[src/twm_params.svh]
// Offsets, field positions, reset values and timing counts of the two-wire master.
// Assumes inclusion by twm_pkg and by the top module of the block.
`ifndef TWM_PARAMS_SVH
`define TWM_PARAMS_SVH
// ****************************************************************
// Register offsets
// ****************************************************************
`define TWM_OFS_START_RX 12'h000
`define TWM_OFS_START_TX 12'h008
`define TWM_OFS_STOP 12'h014
`define TWM_OFS_SUSPEND 12'h01C
`define TWM_OFS_RESUME 12'h020
`define TWM_OFS_STOPPED 12'h104
`define TWM_OFS_ERROR 12'h124
`define TWM_OFS_PAUSED 12'h148
`define TWM_OFS_RX_STARTED 12'h14C
`define TWM_OFS_TX_STARTED 12'h150
`define TWM_OFS_ADDRESS 12'h588
`define TWM_OFS_TX_DATA 12'h600
`define TWM_OFS_RX_DATA 12'h604
`define TWM_OFS_COUNT 12'h608
`define TWM_OFS_IRQ_STAT 12'h60C
`define TWM_OFS_IRQ_MASK 12'h610
// ****************************************************************
// Field positions and reset values
// ****************************************************************
`define TWM_EV_STOPPED 0
`define TWM_EV_ERROR 1
`define TWM_EV_PAUSED 2
`define TWM_EV_RX_STARTED 3
`define TWM_EV_TX_STARTED 4
`define TWM_EV_COUNT 5
`define TWM_FLAG_RST 1'h0
`define TWM_EVENT_ABSENT_VALUE 1'h0
`define TWM_COUNT_RST 8'h01
// ****************************************************************
// Timing
// ****************************************************************
`define TWM_BUS_KHZ 100
`define TWM_CLK_KHZ 125000
`define TWM_QTR_CYC ((`TWM_CLK_KHZ) / (4 * `TWM_BUS_KHZ))
`endif

[src/twm_pkg.sv]
// Types shared by the two-wire master: engine states and carriers.
// Assumes twm_params.svh is on the include path.
package twm_pkg;
	`include "twm_params.svh"

	typedef enum logic [5:0] {
		TWM_IDLE = 6'b000001,
		TWM_START = 6'b000010,
		TWM_BIT = 6'b000100,
		TWM_ACK = 6'b001000,
		TWM_PAUSE = 6'b010000,
		TWM_STOP = 6'b100000
	} twm_state_t;

	typedef struct packed {
		logic valid;
		logic write;
		logic [11:0] addr;
	} twm_aphase_t;

	typedef struct packed {
		logic start_rx;
		logic start_tx;
		logic stop;
		logic suspend;
		logic resume;
	} twm_task_t;
endpackage

[src/twm_master.sv]
// Two-wire bus master with task triggers, event flags and interrupt, on AHB-Lite.
// Assumes one 125 MHz clock; scl and sda are open-drain pins resolved outside.
`timescale 1ns/10ps
module twm_master
	import twm_pkg::*;
#(
	parameter int QTR_CYC = `TWM_QTR_CYC
) (
	// Clock and reset
	input wire logic sys_clk,
	input wire logic rst_b,
	// AHB-Lite slave
	input wire logic hsel,
	input wire logic [31:0] haddr,
	input wire logic [1:0] htrans,
	input wire logic hwrite,
	input wire logic [2:0] hsize,
	input wire logic [31:0] hwdata,
	input wire logic hready,
	output logic [31:0] hrdata,
	output logic hreadyout,
	output logic hresp,
	// Two-wire bus pins
	input wire logic scl_i,
	output logic scl_o,
	output logic scl_oe,
	input wire logic sda_i,
	output logic sda_o,
	output logic sda_oe,
	// Interrupt
	output logic irq
);
	`include "twm_params.svh"

	// ****************************************************************
	// Bus slave
	// ****************************************************************
	twm_aphase_t ap_q;
	twm_task_t task_w;
	logic [31:0] hrdata_q;
	logic wr_en;
	logic [6:0] addr_q;
	logic [7:0] tx_data_q;
	logic [7:0] rx_data_q;
	logic [7:0] count_q;
	logic [`TWM_EV_COUNT-1:0] flag_q;
	logic [`TWM_EV_COUNT-1:0] ev_set;
	logic [`TWM_EV_COUNT-1:0] irq_stat_q;
	logic [`TWM_EV_COUNT-1:0] irq_mask_q;
	logic irq_q;

	function automatic logic hit(input twm_aphase_t a, input logic [11:0] ofs);
		hit = a.valid && a.write && (a.addr == ofs);
	endfunction

	always_ff @(posedge sys_clk) begin
		if (!rst_b) begin
			ap_q <= '0;
		end else if (hready) begin
			ap_q.valid <= hsel && htrans[1];
			ap_q.write <= hwrite;
			ap_q.addr <= haddr[11:0];
		end
	end

	assign wr_en = ap_q.valid && ap_q.write;
	assign task_w.start_rx = hit(ap_q, `TWM_OFS_START_RX) && hwdata[0];
	assign task_w.start_tx = hit(ap_q, `TWM_OFS_START_TX) && hwdata[0];
	assign task_w.stop = hit(ap_q, `TWM_OFS_STOP) && hwdata[0];
	assign task_w.suspend = hit(ap_q, `TWM_OFS_SUSPEND) && hwdata[0];
	assign task_w.resume = hit(ap_q, `TWM_OFS_RESUME) && hwdata[0];

	// Read data is fetched in the address phase
	always_ff @(posedge sys_clk) begin
		if (!rst_b) begin
			hrdata_q <= 32'h0;
		end else if (hready && hsel && htrans[1] && !hwrite) begin
			case (haddr[11:0])
				`TWM_OFS_STOPPED: hrdata_q <= {31'h0, flag_q[`TWM_EV_STOPPED]};
				`TWM_OFS_ERROR: hrdata_q <= {31'h0, flag_q[`TWM_EV_ERROR]};
				`TWM_OFS_PAUSED: hrdata_q <= {31'h0, flag_q[`TWM_EV_PAUSED]};
				`TWM_OFS_RX_STARTED: hrdata_q <= {31'h0, flag_q[`TWM_EV_RX_STARTED]};
				`TWM_OFS_TX_STARTED: hrdata_q <= {31'h0, flag_q[`TWM_EV_TX_STARTED]};
				`TWM_OFS_ADDRESS: hrdata_q <= {25'h0, addr_q};
				`TWM_OFS_TX_DATA: hrdata_q <= {24'h0, tx_data_q};
				`TWM_OFS_RX_DATA: hrdata_q <= {24'h0, rx_data_q};
				`TWM_OFS_COUNT: hrdata_q <= {24'h0, count_q};
				`TWM_OFS_IRQ_STAT: hrdata_q <= {27'h0, irq_stat_q};
				`TWM_OFS_IRQ_MASK: hrdata_q <= {27'h0, irq_mask_q};
				default: hrdata_q <= 32'h0;
			endcase
		end
	end

	always_ff @(posedge sys_clk) begin
		if (!rst_b) begin
			addr_q <= 7'h00;
			tx_data_q <= 8'h00;
			count_q <= `TWM_COUNT_RST;
			irq_mask_q <= '0;
		end else begin
			if (hit(ap_q, `TWM_OFS_ADDRESS))
				addr_q <= hwdata[6:0];
			if (hit(ap_q, `TWM_OFS_TX_DATA))
				tx_data_q <= hwdata[7:0];
			if (hit(ap_q, `TWM_OFS_COUNT))
				count_q <= hwdata[7:0];
			if (hit(ap_q, `TWM_OFS_IRQ_MASK))
				irq_mask_q <= hwdata[`TWM_EV_COUNT-1:0];
		end
	end

	// ****************************************************************
	// Event flags and interrupt
	// ****************************************************************
	localparam logic [11:0] FLAG_OFS [`TWM_EV_COUNT] = '{
		`TWM_OFS_STOPPED, `TWM_OFS_ERROR, `TWM_OFS_PAUSED,
		`TWM_OFS_RX_STARTED, `TWM_OFS_TX_STARTED};

	// Hardware set wins over a software write in the same cycle
	always_ff @(posedge sys_clk) begin
		if (!rst_b) begin
			flag_q <= {`TWM_EV_COUNT{`TWM_FLAG_RST}};
		end else begin
			for (int i = 0; i < `TWM_EV_COUNT; i++) begin
				if (ev_set[i])
					flag_q[i] <= 1'b1;
				else if (hit(ap_q, FLAG_OFS[i]))
					flag_q[i] <= hwdata[0];
			end
		end
	end

	always_ff @(posedge sys_clk) begin
		if (!rst_b) begin
			irq_stat_q <= '0;
		end else if (hit(ap_q, `TWM_OFS_IRQ_STAT)) begin
			irq_stat_q <= (irq_stat_q & ~hwdata[`TWM_EV_COUNT-1:0]) | ev_set;
		end else begin
			irq_stat_q <= irq_stat_q | ev_set;
		end
	end

	always_ff @(posedge sys_clk) begin
		if (!rst_b)
			irq_q <= 1'b0;
		else
			irq_q <= |(irq_stat_q & irq_mask_q);
	end

	// ****************************************************************
	// Pin synchronisers and quarter-bit tick
	// ****************************************************************
	logic [1:0] scl_sync_q;
	logic [1:0] sda_sync_q;
	logic [15:0] div_q;
	logic tick_q;

	always_ff @(posedge sys_clk) begin
		if (!rst_b) begin
			scl_sync_q <= 2'h3;
			sda_sync_q <= 2'h3;
		end else begin
			scl_sync_q <= {scl_sync_q[0], scl_i};
			sda_sync_q <= {sda_sync_q[0], sda_i};
		end
	end

	always_ff @(posedge sys_clk) begin
		if (!rst_b) begin
			div_q <= 16'h0;
			tick_q <= 1'b0;
		end else if (div_q == 16'(QTR_CYC - 1)) begin
			div_q <= 16'h0;
			tick_q <= 1'b1;
		end else begin
			div_q <= div_q + 16'h1;
			tick_q <= 1'b0;
		end
	end

	// ****************************************************************
	// Bus engine
	// ****************************************************************
	twm_state_t state_q;
	logic [1:0] phase_q;
	logic [2:0] bit_q;
	logic [7:0] shift_q;
	logic [7:0] left_q;
	logic rd_q;
	logic addr_byte_q;
	logic nack_q;
	logic suspend_pend_q;
	logic stop_pend_q;
	logic scl_oe_q;
	logic sda_oe_q;
	logic step;
	logic byte_done;
	logic to_stop;

	// Stretching: hold the high phase until the slave lets scl rise
	assign step = tick_q && !(phase_q == 2'd2 && scl_oe_q == 1'b0 && !scl_sync_q[1]);
	assign byte_done = (state_q == TWM_ACK) && step && (phase_q == 2'd3);
	// Byte end leads to stop: refused address or data, stop asked, last byte
	assign to_stop = nack_q || stop_pend_q || left_q == 8'h0 || (!addr_byte_q && left_q == 8'h1);

	always_comb begin
		ev_set = '0;
		ev_set[`TWM_EV_STOPPED] = (state_q == TWM_STOP) && step && (phase_q == 2'd3);
		ev_set[`TWM_EV_ERROR] = byte_done && nack_q;
		ev_set[`TWM_EV_PAUSED] = byte_done && suspend_pend_q && !to_stop;
		ev_set[`TWM_EV_RX_STARTED] = (state_q == TWM_IDLE) && task_w.start_rx;
		ev_set[`TWM_EV_TX_STARTED] = (state_q == TWM_IDLE) && task_w.start_tx
			&& !task_w.start_rx;
	end

	always_ff @(posedge sys_clk) begin
		if (!rst_b) begin
			suspend_pend_q <= 1'b0;
			stop_pend_q <= 1'b0;
		end else if (state_q == TWM_IDLE) begin
			suspend_pend_q <= 1'b0;
			stop_pend_q <= 1'b0;
		end else begin
			if (task_w.suspend && state_q != TWM_PAUSE)
				suspend_pend_q <= 1'b1;
			else if (byte_done)
				suspend_pend_q <= 1'b0;
			if (task_w.stop && state_q != TWM_PAUSE)
				stop_pend_q <= 1'b1;
		end
	end

	always_ff @(posedge sys_clk) begin
		if (!rst_b) begin
			state_q <= TWM_IDLE;
			phase_q <= 2'd0;
			bit_q <= 3'd7;
			shift_q <= 8'h00;
			left_q <= 8'h00;
			rd_q <= 1'b0;
			addr_byte_q <= 1'b0;
			nack_q <= 1'b0;
			rx_data_q <= 8'h00;
			scl_oe_q <= 1'b0;
			sda_oe_q <= 1'b0;
		end else begin
			case (state_q)
				TWM_IDLE: begin
					scl_oe_q <= 1'b0;
					sda_oe_q <= 1'b0;
					phase_q <= 2'd0;
					if (task_w.start_rx || task_w.start_tx) begin
						rd_q <= task_w.start_rx;
						shift_q <= {addr_q, task_w.start_rx};
						left_q <= count_q;
						addr_byte_q <= 1'b1;
						state_q <= TWM_START;
					end
				end
				TWM_START: if (step) begin
					phase_q <= phase_q + 2'd1;
					if (phase_q == 2'd1)
						sda_oe_q <= 1'b1;
					if (phase_q == 2'd3) begin
						scl_oe_q <= 1'b1;
						bit_q <= 3'd7;
						state_q <= TWM_BIT;
					end
				end
				TWM_BIT: if (step) begin
					phase_q <= phase_q + 2'd1;
					case (phase_q)
						2'd0: sda_oe_q <= !(rd_q && !addr_byte_q) && !shift_q[7];
						2'd1: scl_oe_q <= 1'b0;
						2'd2: shift_q <= {shift_q[6:0], sda_sync_q[1]};
						default: begin
							scl_oe_q <= 1'b1;
							bit_q <= bit_q - 3'd1;
							if (bit_q == 3'd0)
								state_q <= TWM_ACK;
						end
					endcase
				end
				TWM_ACK: if (step) begin
					phase_q <= phase_q + 2'd1;
					case (phase_q)
						2'd0: sda_oe_q <= rd_q && !addr_byte_q && left_q != 8'h1;
						2'd1: scl_oe_q <= 1'b0;
						2'd2: nack_q <= (!rd_q || addr_byte_q) && sda_sync_q[1];
						default: begin
							scl_oe_q <= 1'b1;
							if (rd_q && !addr_byte_q)
								rx_data_q <= shift_q;
							shift_q <= rd_q ? 8'hFF : tx_data_q;
							addr_byte_q <= 1'b0;
							bit_q <= 3'd7;
							if (to_stop) begin
								state_q <= TWM_STOP;
							end else begin
								if (!addr_byte_q)
									left_q <= left_q - 8'h1;
								state_q <= suspend_pend_q ? TWM_PAUSE : TWM_BIT;
							end
						end
					endcase
				end
				TWM_PAUSE: begin
					scl_oe_q <= 1'b1;
					phase_q <= 2'd0;
					if (task_w.resume)
						state_q <= TWM_BIT;
				end
				TWM_STOP: if (step) begin
					phase_q <= phase_q + 2'd1;
					case (phase_q)
						2'd0: sda_oe_q <= 1'b1;
						2'd1: scl_oe_q <= 1'b0;
						2'd2: sda_oe_q <= 1'b0;
						default: begin
							nack_q <= 1'b0;
							state_q <= TWM_IDLE;
						end
					endcase
				end
				default: state_q <= TWM_IDLE;
			endcase
		end
	end

	// ****************************************************************
	// Outputs
	// ****************************************************************
	logic hresp_q;
	logic hreadyout_q;

	always_ff @(posedge sys_clk) begin
		if (!rst_b) begin
			hresp_q <= 1'b0;
			hreadyout_q <= 1'b1;
		end else begin
			hresp_q <= 1'b0;
			hreadyout_q <= 1'b1;
		end
	end

	assign hrdata = hrdata_q;
	assign hreadyout = hreadyout_q;
	assign hresp = hresp_q;
	assign scl_o = 1'b0;
	assign sda_o = 1'b0;
	assign scl_oe = scl_oe_q;
	assign sda_oe = sda_oe_q;
	assign irq = irq_q;
endmodule

[config.mk]
export PLATFORM = sky130hd
export DESIGN_NAME = twm_master
export DESIGN_NICKNAME = d
export VERILOG_FILES = /design/src/twm_pkg.sv /design/src/twm_master.sv
export VERILOG_INCLUDE_DIRS = /design/src
export SDC_FILE = /design/constraint.sdc
export NUM_CORES = 1
export LEC_CHECK = 0
export BUFFER_PORTS_ARGS = -buffer_cell sky130_fd_sc_hd__buf_2
export CAP_MARGIN = 20
export CORE_UTILIZATION = 45
export DETAILED_ROUTE_END_ITERATION = 6
export GPL_TIMING_DRIVEN = 0
export PLACE_DENSITY = 0.67
export RECOVER_POWER = 100
export REMOVE_ABC_BUFFERS = 1
export SYNTH_ARGS = -nofsm -noshare
export SYNTH_HDL_FRONTEND = slang
export SYNTH_SLANG_ARGS = --single-unit
[constraint.sdc]
create_clock -name sys_clk -period 2.8 [get_ports sys_clk]
set_clock_uncertainty 0.1 [all_clocks]
set_input_delay 0.42 -clock sys_clk [delete_from_list [all_inputs] [get_ports sys_clk]]
set_output_delay 0.42 -clock sys_clk [all_outputs]
set_load 0.05 [all_outputs]
Word level (Yosys, flattened, before mapping)
Index checks and enable logic that the tools add are counted.
{"block": "word_totals", "register_bits": 148, "input_bits": 76, "out_inout_bits": 39, "elab_cells": 274}
{"block": "classes", "add_sub_neg": 4, "n_eq_ne": 61, "n_mux": 74, "bitwise_logic": 8, "reduce_logical": 95}
{"op": "$eq A12 B11 Y1 const B", "count": 11}
{"op": "$eq A12 B9 Y1 const B", "count": 10}
{"op": "$mux W8", "count": 11}
{"op": "$pmux W8 S11", "count": 1}
{"op": "$mux W6", "count": 12}
{"op": "$logic_and A1 B1 Y1", "count": 45}
{"op": "$pmux W6 S6", "count": 1}
{"op": "$ne A2 B2 Y1 const B", "count": 17}
{"op": "$mux W1", "count": 30}
{"op": "$eq A12 B5 Y1 const B", "count": 2}
{"op": "$pmux W8 S3", "count": 1}
{"op": "$mux W3", "count": 6}
{"op": "$reduce_bool A2 Y1", "count": 9}
{"op": "$add A16 B1 Y16 const B", "count": 1}
{"op": "$eq A16 B9 Y1 const B", "count": 1}
{"op": "$pmux W8 S2", "count": 1}
{"op": "$reduce_and A7 Y1", "count": 2}
{"op": "$eq A12 B4 Y1 const B", "count": 1}
{"op": "$eq A12 B6 Y1 const B", "count": 1}
{"op": "$logic_not A12 Y1", "count": 1}
{"op": "$reduce_and A6 Y1", "count": 2}
{"op": "$reduce_and A11 Y1", "count": 1}
{"op": "$and A5 B5 Y5", "count": 2}
{"op": "$mux W5", "count": 2}
{"op": "39 further kinds", "count": 71}

Depth between registers and ports, before layout
{"block": "logic_depth", "depth_word": 11, "ltp_mapped": 9, "depth_no_buf": 8}

Least setup slack after synthesis
No wires, ideal clock.
{"block": "synth_timing", "path_kind": "register to register", "startpoint": "register phase_q[0]", "endpoint": "register state_q[1]", "setup_time_ps": 70, "t_arrival_ps": 2224, "required_ps": 2630, "setup_slack_ps": 405, "stages_incl_launch_ff": 9, "path_buffers": 0, "synth_period_minus_slack_ps": 2395, "cell_sequence": "dfxtp_1 -> inv_1 -> ha_1 -> or3b_2 -> a2111oi_0 -> o22ai_1 -> o2111ai_1 -> nand2_1 -> a21oi_1"}
{"block": "synth_between", "elab_chain_cells": 7, "elab_cells_between_ends": 18, "classes_between": "eq/ne: 11; reduce/logical: 7"}
{"item": "start, declared", "line_no": "twm_master.sv:186", "rtl": "logic [1:0] phase_q;"}
{"item": "start signal, assigned", "line_no": "twm_master.sv:262", "rtl": "phase_q <= phase_q + 2'd1;"}
{"item": "start signal, assigned", "line_no": "twm_master.sv:272", "rtl": "phase_q <= phase_q + 2'd1;"}
{"item": "start signal, assigned", "line_no": "twm_master.sv:286", "rtl": "phase_q <= phase_q + 2'd1;"}
{"item": "$eq A2 B2 Y1"}
{"item": "$logic_and A1 B1 Y1 (2 in series)", "line_no": "twm_master.sv:202", "rtl": "assign step = tick_q && !(phase_q == 2'd2 && scl_oe_q == 1'b0 && !scl_sync_q[1]);"}
{"item": "$logic_not A1 Y1", "line_no": "twm_master.sv:202"}
{"item": "$logic_and A1 B1 Y1", "line_no": "twm_master.sv:202"}
{"item": "$ne A2 B2 Y1 (no source line)"}
{"item": "$reduce_and A11 Y1 (no source line) *"}
{"item": "end signal, assigned", "line_no": "twm_master.sv:303", "rtl": "state_q <= suspend_pend_q ? TWM_PAUSE : TWM_BIT;"}
{"item": "end, declared", "line_no": "twm_master.sv:185", "rtl": "twm_state_t state_q;"}
Mark *: on every way between the ends. The rest lies on a longest branch, timed or not.
A chain may end at the register's enable or synchronous reset.

Worst setup path in the final report
{"block": "layout_timing", "startpoint": "register ap_q[4] (netlist name)", "endpoint": "register count_q[4]"}
{"block": "layout_between", "elab_chain_cells": 2}
{"item": "start, declared", "line_no": "twm_master.sv:38", "rtl": "twm_aphase_t ap_q;"}
{"item": "$eq A12 B11 Y1", "line_no": "twm_master.sv:53", "rtl": "hit = a.valid && a.write && (a.addr == ofs);"}
{"item": "$logic_and A1 B1 Y1", "line_no": "twm_master.sv:53"}
{"item": "end signal, assigned", "line_no": "twm_master.sv:99", "rtl": "count_q <= `TWM_COUNT_RST;"}
{"item": "end signal, assigned", "line_no": "twm_master.sv:107", "rtl": "count_q <= hwdata[7:0];"}
{"item": "end, declared", "line_no": "twm_master.sv:45", "rtl": "logic [7:0] count_q;"}
Every way passes these cells.

==> metrics <==
PortBufs=38; hold buffer count at CTS=0; cell mode on critical path=nor2_1; cts bufs inserted=17; met2 WL=7.38 mm; #FFs+latches synth=124; CTS tree=yes; pwr dens=622 mW/mm^2; uppermost layer routed=met4; Final period util=0.971; vias per cell=5.68; HP Class=in2reg; number of core rows=42; Die ar.=0.0144 sq mm; RSZ-0062 raised after global routing=yes; Max FO, Critical Path=9; clk_lat worst skew=0.43 ns; post-synthesis mux area share=0.0891; syn_area_per_cell=8.31 sq um; final hold slack=0.0742 ns; Setup TNS=0 ns; Mapped Area=0.00628 sq mm; Tmin final=2.72 ns; vias in the first global route=5230; Total Nets Final=875; DRC errors left=0; Chip Height=120 um; TritonRoute pass-1 iters=5; Inserted Diodes=0; initial core utilization=0.469; antenna violations before repair=0; non-filler instance count after layout=977; ys async rst share=0; Lkg Pwr=2.56 nW; DRT iter0 DRCs=547; Fin. Hold Viols=0; final setup vio count=0; CP required=2.98 ns; clk sinks=124; Worst-path clk slew=0.06 ns; maximum VDD drop=0.000371 V; core footprint=0.0134 sq mm; cells after synthesis=756; FMAX=368 MHz; worst-case clock buffer depth=2; CP bufs+invs=0; M1 wire length=7.17 mm; startpoint types=register; cell count after placement=936; DRT Wirelength=16.0 mm; GRT Residual Overflow=0; detailed-route wire length per cell=16.3 um; fraction of layout cells with a size suffix above 1=0.116; Setup crit end kind=register; adder-cell share of the synthesized area=0.0199; Final ANT Viol Nets=0; clk root buf=clkbuf_16; kind of critical path=reg2reg; first-pass GRT wire length=25.6 mm; crit-path cells=nor4_1 > nand4_1 > nor2_1 > mux2i_1 > nor2_1; DP HPWL=10.9 mm; Crit-path slowest cell=nor2_1; most frequent cells in the layout=dfxtp_1, nor2_1, nand2_1; critical path's top delay family=simple AND/OR/NAND/NOR gates; Slew HR=0.315; met3 routed WL=1.03 mm; compound-gate portion of the synthesized area=0.153; area grow syn2layout=13.8%; Synth Area in Simple Gates=0.257; main combinational cell family by area after synthesis=simple AND/OR/NAND/NOR gates; XOR/XNOR share of the synthesized area=0.0195; Overall Global Routing Usage=0.228; max cap viols=0; slowest cell delay on critical path=0.73 ns; sequential area share after synthesis=0.395; run status=completed; Post-synth EDFFs=0; routability cong.=0.905; Die W=120 um; Slew Viols, Final=0; Most used DFF post-synth=dfxtp_1; Synth warnings=0; Synth cell types=71; H-tree depth=4; commonest non-fill, non-tap cell in the layout=dfxtp_1; worst-margin pin slew=1.02 ns; Top Ports=115; crit path DAT=2.90 ns; largest net degree at the start of global routing=87; via count=5547
registers in the layout, summed over array words and instances (netlist names), 2 cells and up:
register,flops
sda_sync_q,2
count_q,8
bit_q,3
shift_q,8
irq_mask_q,5
left_q,8
scl_sync_q,2
state_q,6
irq_stat_q,5
phase_q,2
div_q,16
rx_data_q,8
ap_q,14
tx_data_q,8
hrdata,8
flag_q,5
addr_q,7
layer usage:
layer,up-vias,GRT usage
met5,-,0
met1,2618,0.283
li1,2692,-
met4,0,0.112
met2,203,0.370
met3,34,0.0551
Yosys cell counts, drive strengths merged (8+ instances only):
master / instances / area, sq um
a211oi: 9 / 77.6
a21oi: 46 / 230
a221oi: 8 / 87.6
and3: 12 / 75.1
buf: 31 / 236
clkbuf: 30 / 113
dfxtp: 124 / 2480
ha: 10 / 125
inv: 15 / 56.3
mux2i: 48 / 480
nand2: 88 / 330
nand2b: 12 / 75.1
nand3: 27 / 148
nor2: 123 / 472
nor3: 18 / 106
nor4: 10 / 68.8
o21ai: 31 / 155
xor2: 10 / 87.6
report_power, final:
group | total (mW) | internal [mW] | switching, mW
clock | 2.39 | 1.58 | 0.814
sequential | 1.80 | 1.78 | 0.0196
combinational | 0.244 | 0.0522 | 0.192
total | 4.44 | 3.42 | 1.03
final timing paths:
kind / start / endpoint / slack, ns / cells past startpoint
min reg2reg: sda_sync_q[0] / sda_sync_q[1] / 0.31 / 1
max reg2reg: ap_q[4] / count_q[4] / 0.08 / 5
min: scl_i / scl_sync_q[0] / 0.07 / 2
max: ap_q[4] / count_q[4] / 0.08 / 5
worst reg2reg max path, cell delays in order, from the launching register on:
cell and delay [ns]:
dfxtp_1 0.35, nor4_1 0.56, nand4_1 0.53, nor2_1 0.73
mux2i_1 0.25, nor2_1 0.05
through the flow:
stage          area [sq um]  utilization  power [mW]  setup slack (ns)
2_1_floorplan          6030            -        2.00           -0.0370
3_3_place_gp           6440        0.480        2.08             -1.41
3_5_place_dp           6450        0.481        2.08            -0.149
4_1_cts                7140        0.533        4.47           0.00131
5_1_grt                7150        0.533        4.57           -0.0375
6_report               7150        0.533        4.44            0.0806
cells by family after synthesis:
family          after synthesis
flops                       124
buf+inv                      76
other cells                   2
xor+xnor                     14
simple gates                333
compound gates              143
mux                          54
fa+ha+maj                    10
layout make-up:
type | instances | area, sq um
multi-input cells | 582 | 3490
clock inverters | 9 | 159
clock buffers | 22 | 484
fillers | 1220 | 6250
well taps | 176 | 220
repair buffers | 49 | 249
inverters | 15 | 58.8
flip-flops and latches | 124 | 2480
what timing repair did:
action | in CTS | in global routing
hold endpoints to repair | 0 | 0
pin swaps | 2 | 1
endpoints found under the setup margin | 18 | 18
buffers inserted | 5 | 5
resized for setup | 0 | 3
(Power assumes the default switching activity.)
